### src/wcsc_regs.svh
/*
 * Timing and encoding constants for the charger state controller.
 * Assumes a 100 MHz clock; included by bare name.
 */
`ifndef WCSC_REGS_SVH
`define WCSC_REGS_SVH

// Blink timing: half period of one blink phase, in microseconds
`define WCSC_BLINK_HALF_US 32'd10
`define WCSC_CLK_MHZ 32'd100
`define WCSC_BLINK_HALF_CYC (`WCSC_BLINK_HALF_US * `WCSC_CLK_MHZ)
// Number of on/off phases in the power-on blink sequence
`define WCSC_BLINK_PHASES 4'h6
// Digital ping attempt length, in microseconds
`define WCSC_DPING_US 32'd50
`define WCSC_DPING_CYC (`WCSC_DPING_US * `WCSC_CLK_MHZ)
`define WCSC_CNT_W 16

`endif

### src/wcsc_pkg.sv
/*
 * Types shared by the charger state controller.
 * Assumes nothing of its surroundings.
 */
package wcsc_pkg;
    // Gray-coded along power-on, wait, ping, id, transfer
    typedef enum logic [2:0] {
        WCSC_OFF = 3'h0,
        WCSC_POWER_ON = 3'h1,
        WCSC_WAIT_ANALOG = 3'h3,
        WCSC_WAIT_DIGITAL = 3'h2,
        WCSC_ID_CONFIG = 3'h6,
        WCSC_TRANSFER = 3'h7,
        WCSC_CHARGED = 3'h5,
        WCSC_FAULT = 3'h4
    } wcsc_state_type;
endpackage

### src/wcsc_blinker.sv
/*
 * Power-on blink sequencer: counts a fixed number of timed phases.
 * Assumes a single 100 MHz clock and a start pulse from the controller.
 */
`include "wcsc_regs.svh"

module wcsc_blinker (
    input wire logic clk_i,
    input wire logic rst_i,
    input wire logic start_i,
    input wire logic abort_i,
    output logic busy_o,
    output logic phase_on_o,
    output logic done_o
);
    logic [`WCSC_CNT_W-1:0] tick;
    logic [3:0] phase;

    // ----------------------------------------
    // Phase timer
    // ----------------------------------------
    always_ff @(posedge clk_i or posedge rst_i) begin
        if (rst_i) begin
            tick <= '0;
            phase <= 4'h0;
            busy_o <= 1'b0;
            done_o <= 1'b0;
        end else begin
            done_o <= 1'b0;
            if (abort_i) begin
                busy_o <= 1'b0;
                tick <= '0;
            end else if (start_i) begin
                busy_o <= 1'b1;
                tick <= '0;
                phase <= 4'h0;
            end else if (busy_o) begin
                if (tick == `WCSC_CNT_W'(`WCSC_BLINK_HALF_CYC - 1)) begin
                    tick <= '0;
                    if (phase == `WCSC_BLINK_PHASES - 4'h1) begin
                        busy_o <= 1'b0;
                        done_o <= 1'b1;
                    end
                    phase <= phase + 4'h1;
                end else begin
                    tick <= tick + `WCSC_CNT_W'(1);
                end
            end
        end
    end

    // Even phases light the indicators
    assign phase_on_o = busy_o & ~phase[0];
endmodule

### src/wcsc_control.sv
/*
 * Operating-state controller of an inductive power transmitter.
 * Assumes all inputs synchronous to clk_i; detection, packet decoding
 * and temperature sensing are done elsewhere and arrive as levels/pulses.
 */
// Contract
// - The sequence runs only while supply is present and standby is low, else idle.
// - Entering power-on plays a blink sequence before becoming operational.
// - The wait state looks for a receiver with a low-power analog ping.
// - The wait state also offers a digital ping run by the signal processor.
// - In identification and configuration, messages are exchanged and power starts.
// - After detection and recognition, power transfer runs while charging.
// - A charge-complete message moves the controller to the charged state.
// - A receiver error report forces the fault state.
// - Receiver or transmitter overtemperature forces the fault state.
// - Two indicator outputs show charging (green) or fault (red).
// - There is no foreign object check state or transition.
`include "wcsc_regs.svh"

module wcsc_control (
    input wire logic clk_i,
    input wire logic rst_i,
    input wire logic supply_ok_i,
    input wire logic standby_pin_i,
    input wire logic analog_detect_i,
    input wire logic digital_detect_i,
    input wire logic digital_ping_en_i,
    input wire logic id_config_ok_i,
    input wire logic charge_complete_i,
    input wire logic receiver_error_i,
    input wire logic rx_overtemp_i,
    input wire logic tx_overtemp_i,
    input wire logic receiver_lost_i,
    output logic analog_ping_en_o,
    output logic digital_ping_o,
    output logic comm_en_o,
    output logic power_en_o,
    output logic green_indicator_o,
    output logic red_indicator_o,
    output logic [2:0] state_o
);
    wcsc_pkg::wcsc_state_type state, next_state;
    logic active;
    logic blink_start, blink_busy, blink_on, blink_done;
    logic [`WCSC_CNT_W-1:0] ping_cnt;
    logic fault_cond;

    function automatic logic is_after_detect(input wcsc_pkg::wcsc_state_type s);
        is_after_detect = (s == wcsc_pkg::WCSC_ID_CONFIG) ||
                          (s == wcsc_pkg::WCSC_TRANSFER) ||
                          (s == wcsc_pkg::WCSC_CHARGED);
    endfunction

    assign active = supply_ok_i & ~standby_pin_i;
    assign fault_cond = receiver_error_i | rx_overtemp_i | tx_overtemp_i;

    // ----------------------------------------
    // Power-on blink sequence
    // ----------------------------------------
    assign blink_start = active && (state == wcsc_pkg::WCSC_OFF);

    wcsc_blinker u_blinker (
        .clk_i(clk_i),
        .rst_i(rst_i),
        .start_i(blink_start),
        .abort_i(~active),
        .busy_o(blink_busy),
        .phase_on_o(blink_on),
        .done_o(blink_done)
    );

    // ----------------------------------------
    // Next state; no foreign object check path exists
    // ----------------------------------------
    always_comb begin
        next_state = state;
        case (state)
            wcsc_pkg::WCSC_OFF: begin
                if (active) next_state = wcsc_pkg::WCSC_POWER_ON;
            end
            wcsc_pkg::WCSC_POWER_ON: begin
                if (blink_done) next_state = wcsc_pkg::WCSC_WAIT_ANALOG;
            end
            wcsc_pkg::WCSC_WAIT_ANALOG: begin
                if (analog_detect_i) next_state = wcsc_pkg::WCSC_ID_CONFIG;
                else if (digital_ping_en_i) next_state = wcsc_pkg::WCSC_WAIT_DIGITAL;
            end
            wcsc_pkg::WCSC_WAIT_DIGITAL: begin
                if (digital_detect_i) next_state = wcsc_pkg::WCSC_ID_CONFIG;
                else if (ping_cnt == `WCSC_CNT_W'(`WCSC_DPING_CYC - 1))
                    next_state = wcsc_pkg::WCSC_WAIT_ANALOG;
            end
            wcsc_pkg::WCSC_ID_CONFIG: begin
                if (id_config_ok_i) next_state = wcsc_pkg::WCSC_TRANSFER;
            end
            wcsc_pkg::WCSC_TRANSFER: begin
                if (charge_complete_i) next_state = wcsc_pkg::WCSC_CHARGED;
            end
            wcsc_pkg::WCSC_CHARGED: begin
                next_state = wcsc_pkg::WCSC_CHARGED;
            end
            wcsc_pkg::WCSC_FAULT: begin
                // Held until the receiver goes away with no fault cause left, or power cycles
                next_state = wcsc_pkg::WCSC_FAULT;
            end
            default: next_state = wcsc_pkg::WCSC_OFF;
        endcase
        // Fault outranks removal so a hot receiver cannot re-ping at once
        if (state != wcsc_pkg::WCSC_OFF && state != wcsc_pkg::WCSC_POWER_ON) begin
            if (is_after_detect(state) && receiver_lost_i)
                next_state = wcsc_pkg::WCSC_WAIT_ANALOG;
            if (state == wcsc_pkg::WCSC_FAULT && receiver_lost_i && !fault_cond)
                next_state = wcsc_pkg::WCSC_WAIT_ANALOG;
            if (fault_cond) next_state = wcsc_pkg::WCSC_FAULT;
        end
        if (!active) next_state = wcsc_pkg::WCSC_OFF;
    end

    // ----------------------------------------
    // State register
    // ----------------------------------------
    always_ff @(posedge clk_i or posedge rst_i) begin
        if (rst_i) state <= wcsc_pkg::WCSC_OFF;
        else state <= next_state;
    end

    // ----------------------------------------
    // Digital ping window timer
    // ----------------------------------------
    always_ff @(posedge clk_i or posedge rst_i) begin
        if (rst_i) begin
            ping_cnt <= '0;
        end else if (state == wcsc_pkg::WCSC_WAIT_DIGITAL) begin
            ping_cnt <= ping_cnt + `WCSC_CNT_W'(1);
        end else begin
            ping_cnt <= '0;
        end
    end

    // ----------------------------------------
    // Registered outputs
    // ----------------------------------------
    always_ff @(posedge clk_i or posedge rst_i) begin
        if (rst_i) begin
            analog_ping_en_o <= 1'b0;
            digital_ping_o <= 1'b0;
            comm_en_o <= 1'b0;
            power_en_o <= 1'b0;
            state_o <= 3'h0;
        end else begin
            analog_ping_en_o <= (next_state == wcsc_pkg::WCSC_WAIT_ANALOG);
            digital_ping_o <= (next_state == wcsc_pkg::WCSC_WAIT_DIGITAL);
            comm_en_o <= (next_state == wcsc_pkg::WCSC_ID_CONFIG) ||
                         (next_state == wcsc_pkg::WCSC_TRANSFER);
            power_en_o <= (next_state == wcsc_pkg::WCSC_ID_CONFIG) ||
                          (next_state == wcsc_pkg::WCSC_TRANSFER);
            state_o <= next_state;
        end
    end

    // Green: charging; red: fault; both during blink; green solid when charged
    always_ff @(posedge clk_i or posedge rst_i) begin
        if (rst_i) begin
            green_indicator_o <= 1'b0;
            red_indicator_o <= 1'b0;
        end else begin
            case (next_state)
                wcsc_pkg::WCSC_POWER_ON: begin
                    green_indicator_o <= blink_on;
                    red_indicator_o <= blink_on;
                end
                wcsc_pkg::WCSC_TRANSFER, wcsc_pkg::WCSC_ID_CONFIG,
                wcsc_pkg::WCSC_CHARGED: begin
                    green_indicator_o <= 1'b1;
                    red_indicator_o <= 1'b0;
                end
                wcsc_pkg::WCSC_FAULT: begin
                    green_indicator_o <= 1'b0;
                    red_indicator_o <= 1'b1;
                end
                default: begin
                    green_indicator_o <= 1'b0;
                    red_indicator_o <= 1'b0;
                end
            endcase
        end
    end

    // ----------------------------------------
    // Assertions
    // ----------------------------------------
    property p_inactive_off;
        @(posedge clk_i) disable iff (rst_i)
        !active |=> state == wcsc_pkg::WCSC_OFF && !power_en_o;
    endproperty
    a_inactive_off: assert property (p_inactive_off) else $error("inactive not off");

    property p_blink_first;
        @(posedge clk_i) disable iff (rst_i)
        state == wcsc_pkg::WCSC_POWER_ON && active && !blink_done |=>
            state == wcsc_pkg::WCSC_POWER_ON || state == wcsc_pkg::WCSC_OFF;
    endproperty
    a_blink_first: assert property (p_blink_first) else $error("left power-on early");

    property p_analog_ping;
        @(posedge clk_i) disable iff (rst_i)
        state == wcsc_pkg::WCSC_WAIT_ANALOG |-> analog_ping_en_o;
    endproperty
    a_analog_ping: assert property (p_analog_ping) else $error("analog ping off");

    // Run length of the digital ping output; a window that overstays its
    // timer would otherwise only show up as a hang
    logic [`WCSC_CNT_W-1:0] dping_run;

    always_ff @(posedge clk_i or posedge rst_i) begin
        if (rst_i) begin
            dping_run <= '0;
        end else if (digital_ping_o) begin
            dping_run <= dping_run + `WCSC_CNT_W'(1);
        end else begin
            dping_run <= '0;
        end
    end

    property p_digital_timeout;
        @(posedge clk_i) disable iff (rst_i)
        dping_run <= `WCSC_CNT_W'(`WCSC_DPING_CYC);
    endproperty
    a_digital_timeout: assert property (p_digital_timeout) else $error("ping stuck");

    property p_power_id;
        @(posedge clk_i) disable iff (rst_i)
        state == wcsc_pkg::WCSC_ID_CONFIG |-> power_en_o && comm_en_o;
    endproperty
    a_power_id: assert property (p_power_id) else $error("no power in id state");

    property p_transfer;
        @(posedge clk_i) disable iff (rst_i)
        state == wcsc_pkg::WCSC_ID_CONFIG && id_config_ok_i && active && !fault_cond
            && !receiver_lost_i |=> state == wcsc_pkg::WCSC_TRANSFER && power_en_o;
    endproperty
    a_transfer: assert property (p_transfer) else $error("transfer not started");

    property p_charged;
        @(posedge clk_i) disable iff (rst_i)
        state == wcsc_pkg::WCSC_TRANSFER && charge_complete_i && active && !fault_cond
            && !receiver_lost_i |=> state == wcsc_pkg::WCSC_CHARGED && !power_en_o;
    endproperty
    a_charged: assert property (p_charged) else $error("charged not entered");

    property p_fault;
        @(posedge clk_i) disable iff (rst_i)
        fault_cond && active && state != wcsc_pkg::WCSC_OFF
            && state != wcsc_pkg::WCSC_POWER_ON |=> state == wcsc_pkg::WCSC_FAULT ##0 red_indicator_o;
    endproperty
    a_fault: assert property (p_fault) else $error("fault not entered");

    property p_lost;
        @(posedge clk_i) disable iff (rst_i)
        is_after_detect(state) && receiver_lost_i && active && !fault_cond |=>
            state == wcsc_pkg::WCSC_WAIT_ANALOG && !power_en_o;
    endproperty
    a_lost: assert property (p_lost) else $error("power not stopped on loss");

    property p_green;
        @(posedge clk_i) disable iff (rst_i)
        state == wcsc_pkg::WCSC_TRANSFER |-> green_indicator_o && !red_indicator_o;
    endproperty
    a_green: assert property (p_green) else $error("green off while charging");

    property p_wait_dark;
        @(posedge clk_i) disable iff (rst_i)
        state == wcsc_pkg::WCSC_WAIT_ANALOG || state == wcsc_pkg::WCSC_WAIT_DIGITAL |->
            !power_en_o && !comm_en_o && !green_indicator_o && !red_indicator_o;
    endproperty
    a_wait_dark: assert property (p_wait_dark) else $error("power in wait");

    property p_blink_pair;
        @(posedge clk_i) disable iff (rst_i)
        state == wcsc_pkg::WCSC_POWER_ON |->
            green_indicator_o == red_indicator_o && !power_en_o;
    endproperty
    a_blink_pair: assert property (p_blink_pair) else $error("blink pair split");

    property p_analog_find;
        @(posedge clk_i) disable iff (rst_i)
        state == wcsc_pkg::WCSC_WAIT_ANALOG && analog_detect_i && active && !fault_cond |=>
            state == wcsc_pkg::WCSC_ID_CONFIG;
    endproperty
    a_analog_find: assert property (p_analog_find) else $error("detect ignored");

    property p_digital_find;
        @(posedge clk_i) disable iff (rst_i)
        state == wcsc_pkg::WCSC_WAIT_DIGITAL && digital_detect_i && active && !fault_cond |=>
            state == wcsc_pkg::WCSC_ID_CONFIG;
    endproperty
    a_digital_find: assert property (p_digital_find) else $error("detect ignored");

    property p_off_dark;
        @(posedge clk_i) disable iff (rst_i)
        state == wcsc_pkg::WCSC_OFF |->
            !green_indicator_o && !red_indicator_o && !power_en_o;
    endproperty
    a_off_dark: assert property (p_off_dark) else $error("lit in standby");

    property p_fault_hold;
        @(posedge clk_i) disable iff (rst_i)
        state == wcsc_pkg::WCSC_FAULT && fault_cond && active |=>
            state == wcsc_pkg::WCSC_FAULT;
    endproperty
    a_fault_hold: assert property (p_fault_hold) else $error("fault left");

    c_blink_done: cover property (@(posedge clk_i) disable iff (rst_i) blink_done);
    c_charged: cover property (@(posedge clk_i) disable iff (rst_i)
        state == wcsc_pkg::WCSC_CHARGED);
    c_fault: cover property (@(posedge clk_i) disable iff (rst_i)
        state == wcsc_pkg::WCSC_FAULT);
    c_digital: cover property (@(posedge clk_i) disable iff (rst_i)
        state == wcsc_pkg::WCSC_WAIT_DIGITAL ##1 state == wcsc_pkg::WCSC_ID_CONFIG);
    c_lost: cover property (@(posedge clk_i) disable iff (rst_i)
        state == wcsc_pkg::WCSC_CHARGED ##1 state == wcsc_pkg::WCSC_WAIT_ANALOG);
endmodule

### config.mk
export PLATFORM = sky130hd
export DESIGN_NAME = wcsc_control
export DESIGN_NICKNAME = d
export VERILOG_FILES = /design/src/wcsc_pkg.sv /design/src/wcsc_blinker.sv /design/src/wcsc_control.sv
export VERILOG_INCLUDE_DIRS = /design/src /design/src/src
export SDC_FILE = /design/constraint.sdc
export NUM_CORES = 1
export LEC_CHECK = 0
export CORE_MARGIN = 2
export CORE_UTILIZATION = 45
export CTS_CLUSTER_DIAMETER = 60
export DETAILED_ROUTE_END_ITERATION = 10
export DONT_BUFFER_PORTS = 1
export GPL_TIMING_DRIVEN = 0
export PLACE_DENSITY = 0.61
export REMOVE_ABC_BUFFERS = 1
export SLEW_MARGIN = 25
export SYNTH_ARGS = -nofsm -noshare
export SYNTH_HDL_FRONTEND = slang
export SYNTH_SLANG_ARGS = --single-unit
export TNS_END_PERCENT = 50
### constraint.sdc
create_clock -name clk_i -period 5.6 [get_ports clk_i]
set_clock_uncertainty 0.05 [all_clocks]
set_input_delay 0.28 -clock clk_i [delete_from_list [all_inputs] [get_ports clk_i]]
set_output_delay 0.28 -clock clk_i [all_outputs]
set_load 0.02 [all_outputs]
==> flow_summary_export.csv, run 1 <==
group,metric,value,unit
sta,hold_ws,0.2363,ns
sta,setup_viol,0,
layout,multi_input_area,0.001176,mm2
placement,dp_cells,319,
logic_synthesis,synth_seq_cells,46,
detailed_routing,wl_per_cell,14.12,um
cts,cts.sinks,46,
die,initial_utilization,0.4671,
critical_path,critPathCaptureType,"register",
logic_synthesis,synthArstFlopShare,1.000,
power_and_ir_drop,internal-power,472.2,uW
detailed_routing,firstDrtPassIters,5,
logic_synthesis,syn-cell-area,0.002401,mm2
logic_synthesis,synth_top_family_by_area,"simple AND/OR/NAND/NOR gates",
power_and_ir_drop,net-switching-power,125.0,uW
cts,clockBufferDepth,2,
logic_synthesis,synth_compound_area_frac,0.08755,
sta,rsz0062_at_grt,"no",
critical_path,crit_fanout,17,
layout,num-nets-final,274,
placement,place_congestion,0.7743,
detailed_routing,via_per_inst,5.454,
global_routing,grt_pass1_vias,1687,
layout,final_common_cell,"dfrtp_1",
cts,path_clk_slew,0.08,ns
logic_synthesis,synthAdderAreaFrac,0.02084,
die,dieHeight,77.05,um
logic_synthesis,synthXorXnorAreaFrac,0.09484,
critical_path,crit_path_start_kind,"register",
power_and_ir_drop,combPwrFrac,0.033,
die,die_x,77.05,um
cts,clk_latency,0.29,ns
sta,slew_violations,0,
power_and_ir_drop,p_leak,0.0009822,uW
sta,hold_viol,0,
logic_synthesis,ys_top_cells_by_area,"dfrtp_1 48%, nor2_1 7.0%, xnor2_1 5.8%, xor2_1 3.6%, nand2_1 3.1%",
layout,n_antenna_cell,0,
critical_path,cp.arrival,3.27,ns
logic_synthesis,synthSimpleGateAreaFrac,0.2731,
hold_path,hold_path.class,"in2reg",
logic_synthesis,synth_top_area_frac,0.4794,
detailed_routing,vias,1789,
power_and_ir_drop,power_density,231.7,mW/mm2
logic_synthesis,avgSynthCellArea,9.343,um2
logic_synthesis,ys_warn_count,0,
logic_synthesis,synth_edf_count,0,
logic_synthesis,synth_mux_area_frac,0.01355,
power_and_ir_drop,ir_drop,99.22,uV
layout,final_cell_mix,"46 x dfrtp_1, 45 x nor2_1, 20 x nand2_1",
power_and_ir_drop,clockPowerShare,0.404,
critical_path,crit_type,"reg2reg",
sta,fmax,317.8,MHz
sta,finalCriticalPeriod,3.147,ns
job,maxCapViolations,0,
run_status,status,"finished, final reports clean",
die,rows,26,
sta,worst_slew_pin_slew,0.9521,ns
cts,clock-root-buffer,"clkbuf_8",
die,coreArea,0.005140,mm2
layout,fillers,511,
global_routing,grt_max_degree,31,
layout,drive_above_1_share,0.04651,
cts,cts_max_level,2,
power_and_ir_drop,switching_share,0.2093,
detailed_routing,drc,0,
sta,setup_tns,0,ns
global_routing,gr-usage-all-layers,0.1690,
detailed_routing,ant_nets,0,
logic_synthesis,synth_area_leader_cell,"dfrtp_1",
placement,dp_hpwl,3236,um
cts,cts-buffers-inserted,5,
die,dieArea,0.005936,mm2
global_routing,grt_pass1_wl,8100,um
critical_path,cp_data_required_time,5.73,ns
global_routing,antenna_found_initial,0,
placement,io_buffers,0,
sta,maxSlewHeadroom,0.3552,
detailed_routing,wirelength,4631,um
logic_synthesis,yosysSeqAreaShare,0.4794,
cts,post_cts_buffers,0,
sta,fin_crit_sh,0.5620,
power_and_ir_drop,seq_power_share,0.563,
cts,cts_tree,"yes",
logic_synthesis,synth_cell_type_count,48,
global_routing,grt_overflow,0,
layout,final-seq-area,0.001151,mm2
detailed_routing,drt_iter0_drc,59,
logic_synthesis,synth-main-ff-cell,"dfrtp_1",
die,io_pins,22,
power_and_ir_drop,power.total,597.2,uW
layout,syn2layout_area_growth,7.347,%
layout,stdcell_count,328,
logic_synthesis,syn_inst,257,
layout make-up:
type	count	share of cell area
Timing Repair Buffer	2	0.01165
Multi-Input combinational cell	195	0.4563
Inverter	7	0.01019
Clock inverter	1	0.01165
Tap cell	70	0.03398
Clock buffer	7	0.02961
Sequential cell	46	0.4466
synthesized netlist by cell type (all sizes together), types with 2 or more instances:
cell     n
dfrtp   46
nor2    45
nand2   20
xnor2   16
a21oi   13
nand3   12
nor3    12
xor2    10
inv      7
o21ai    7
nor4     6
buf      5
clkbuf   4
ha       4
nor3b    4
or3      4
or4      4
nand3b   3
nand4    3
nor4b    3
a211oi   2
and2     2
and3     2
mux2     2
nand2b   2
nor2b    2
o21bai   2
or2      2
critical path: stages, from the launching register on:
cell	delay, ns
dfrtp_1	0.67
or3b_1	0.65
or4_1	0.52
or4_4	0.60
a21oi_4	0.20
mux2_1	0.34
cells by family (layout without fill, tap and decap cells):
family / after synthesis / count (layout)
xor+xnor: 26 / 26
mux: 3 / 3
simple gates: 130 / 130
compound gates: 32 / 32
buf+inv: 16 / 17
fa+ha+maj: 4 / 4
flops: 46 / 46
registers in the layout (all words and copies together), names as in the netlist, 3 cells and up:
name,flops
ping_cnt,16
u_blinker.tick,16
u_blinker.phase,4
state_o,3
timing repair:
action	4_1_cts	5_1_grt
hold buffers	1	0
gates resized for setup	0	0
endpoints found under the setup margin	0	0
hold endpoints to repair	16	0
power by group through the flow:
| stage | sequential, uW | clock [uW] | combinational [uW] |
|---|---|---|---|
| 2_1_floorplan | 342 | 0 | 13.5 |
| 3_3_place_gp | 343 | 0 | 18.0 |
| 3_5_place_dp | 343 | 0 | 19.7 |
| 4_1_cts | 336 | 250 | 20.5 |
| 5_1_grt | 337 | 260 | 22.6 |
| 6_report | 336 | 241 | 19.8 |
path summary, 6_finish.rpt:
| check | cells past startpoint | endpoint | slack [ns] | start |
|---|---|---|---|---|
| max | 5 | red_indicator_o | 2.45 | state_o[1] |
| min | 4 | state_o[2] | 0.24 | tx_overtemp_i |
| max reg2reg | 5 | red_indicator_o | 2.45 | state_o[1] |
| min reg2reg | 1 | ping_cnt[0] | 0.42 | ping_cnt[0] |
| max in group asynchronous | 3 | u_blinker.tick[13] | 4.64 | rst_i |
| min in group asynchronous | 2 | ping_cnt[5] | 0.37 | rst_i |
per-stage QoR:
stage	setup slack (ns)	instance area (um2)	util
final	2.453	2577	0.5015
after global routing	2.331	2577	0.5015
after CTS	2.424	2577	0.5015
after detailed placement	2.443	2461	0.4788
after global placement	2.441	2441	0.4749
after floorplan	2.799	2354	-
routing by layer:
layer	vias to the layer above	global-route usage	wire (um)
met3	7	0.04118	165
met1	862	0.2336	2419
met5	-	0	0
met2	34	0.2570	1973
li1	886	-	-
met4	0	0.06429	72
Note: power is estimated with default switching activity, not from simulation.
==> run 2: changes to the inputs <==
--- a/config.mk
+++ b/config.mk
@@ -12,7 +12,7 @@
 export DETAILED_ROUTE_END_ITERATION = 10
 export DONT_BUFFER_PORTS = 1
 export GPL_TIMING_DRIVEN = 0
-export PLACE_DENSITY = 0.61
+export PLACE_DENSITY = 0.63
 export REMOVE_ABC_BUFFERS = 1
 export SLEW_MARGIN = 25
 export SYNTH_ARGS = -nofsm -noshare
==> constraint.sdc (replaced) <==
create_clock -name clk_i -period 2.7 [get_ports clk_i]
set_clock_uncertainty 0.05 [all_clocks]
set_input_delay 0.135 -clock clk_i [delete_from_list [all_inputs] [get_ports clk_i]]
set_output_delay 0.135 -clock clk_i [all_outputs]
set_load 0.02 [all_outputs]
==> flow_summary_export.csv, run 2 (synthesized netlist as in run 1, its figures left out) <==
group,metric,value,unit
detailed_routing,met2WireLength,2069,um
layout,n_antenna_cell,0,
critical_path,crit_fanout,7,
global_routing,grt_pass1_vias,1801,
die,dieHeight,77.05,um
critical_path,critPathMaxStageDelay,0.51,ns
layout,syn2layout_area_growth,8.494,%
die,io_pins,22,
sta,fin_crit_sh,0.9424,
cts,cts_max_level,2,
global_routing,antenna_found_initial,0,
layout,final_common_cell,"nor2_1",
global_routing,grt_pass1_wl,8252,um
cts,clockBufferDepth,2,
power_and_ir_drop,p_leak,0.0009955,uW
cts,cts-buffers-inserted,5,
critical_path,cp.arrival,2.67,ns
hold_path,holdPathStages,4,
layout,num-nets-final,277,
cts,cts.sinks,46,
die,rows,26,
layout,final-seq-area,0.001155,mm2
placement,dp_slack,-0.4471,ns
die,dieArea,0.005936,mm2
critical_path,reg2reg_depth,5,
detailed_routing,vias,1774,
global_routing,gr-usage-all-layers,0.1717,
hold_path,min-delay-start,"tx_overtemp_i",
sta,setup_tns,0,ns
cts,clk_latency,0.29,ns
power_and_ir_drop,ir_drop,312.4,uV
hold_path,holdPathEnd,"state_o[2]",
detailed_routing,ant_nets,0,
power_and_ir_drop,power_density,473.4,mW/mm2
cts,clock-root-buffer,"clkbuf_8",
sta,fmax,393.0,MHz
cts,cts_tree,"yes",
critical_path,rr_endpoint,"red_indicator_o",
sta,setup_viol,0,
detailed_routing,drt_iter0_drc,81,
layout,drive_above_1_share,0.07663,
sta,rsz0062_at_grt,"no",
detailed_routing,wl_per_cell,14.04,um
sta,maxSlewHeadroom,0.3538,
die,coreArea,0.005140,mm2
detailed_routing,routedLengthMet1,2330,um
sta,finalCriticalPeriod,2.544,ns
hold_path,hold_path.class,"in2reg",
sta,slew_violations,0,
die,initial_utilization,0.4671,
critical_path,worstReg2RegStart,"state_o[0]",
critical_path,crit_path_start_kind,"register",
critical_path,cp_cell_sequence,"or3b_4, or4_1, or4_4, a21oi_4, mux2_1",
layout,multi_input_area,0.001182,mm2
cts,path_clk_slew,0.08,ns
layout,reg_top3,"ping_cnt (16), u_blinker.tick (16), u_blinker.phase (4)",
run_status,status,"finished, final reports clean",
detailed_routing,firstDrtPassIters,4,
job,maxCapViolations,0,
critical_path,cp_data_required_time,2.83,ns
detailed_routing,via_per_inst,5.360,
critical_path,crit_type,"reg2reg",
placement,place_congestion,0.7990,
layout,final_cell_mix,"45 x nor2_1, 43 x dfrtp_1, 20 x nand2_1",
placement,dp_hpwl,3234,um
global_routing,grt_max_degree,27,
placement,io_buffers,0,
sta,fin_ws,0.1556,ns
sta,worst_slew_pin_slew,0.9542,ns
sta,hold_viol,0,
detailed_routing,wirelength,4648,um
detailed_routing,drc,0,
critical_path,critPathCaptureType,"register",
die,die_x,77.05,um
global_routing,grt_overflow,0,
detailed_routing,top_layer,"met4",
critical_path,ff2ff_setup_slack,0.16,ns
critical_path,crit_slowest_cell,"dfrtp_2",
detailed_routing,wl_met3,191,um
layout,fillers,498,
==> run 2: power breakdown <==
group	internal, uW	total [uW]	switching (uW)
registers	691	697	6.58
logic	12.6	42.9	30.4
clock network	277	493	216
total	980	1230	253
==> run 2: worst max path at each step <==
stage	end	startpoint	slack [ns]
finish	red_indicator_o	state_o[0]	0.16
global route	red_indicator_o	state_o[1]	0.08
CTS	red_indicator_o	state_o[0]	0.02
detailed placement	red_indicator_o	state_o[1]	-0.45
global placement	red_indicator_o	state_o[1]	-0.46
floorplan	red_indicator_o	state_o[1]	-0.10
==> run 2: worst max-delay path, delay by kind of cell, from the launching register on <==
kind | cells | cell delay, ns
flops | 1 | 0.51
compound gates | 1 | 0.20
mux | 1 | 0.34
simple gates | 3 | 1.33
==> run 2: through the flow <==
step	utilization	total power, uW	instance area [um2]	hold slack [ns]	instances
2_1_floorplan	-	737.6	2354	0.3455	248
3_3_place_gp	0.4749	748.4	2441	0.3950	318
6_report	0.5068	1233	2605	0.1083	331
5_1_grt	0.5068	1292	2605	0.1353	331
3_5_place_dp	0.4788	751.9	2461	0.01965	319
4_1_cts	0.5051	1260	2596	0.08872	330
==> run 2: area by class of cell <==
cell class	count	share of cell area
multi-input combinational	195	0.4539
sequential	46	0.4433
tap	70	0.03362
clock buffer	7	0.02930
timing repair buffer	5	0.01825
clock inverter	1	0.01153
inverter	7	0.01009
==> run 2: what timing repair did <==
action	4_1_cts	5_1_grt
setup endpoints to repair	5	13
hold endpoints to repair	20	0
hold buffers	1	0
setup buffers	2	1
gates resized for setup	4	1
pin swaps	1	1
==> run 2: metal layers <==
layer | track usage | up-vias
li1 | - | 903
met1 | 0.2370 | 827
met2 | 0.2693 | 38
met3 | 0.03882 | 6
met4 | 0.05536 | 0
met5 | 0 | -
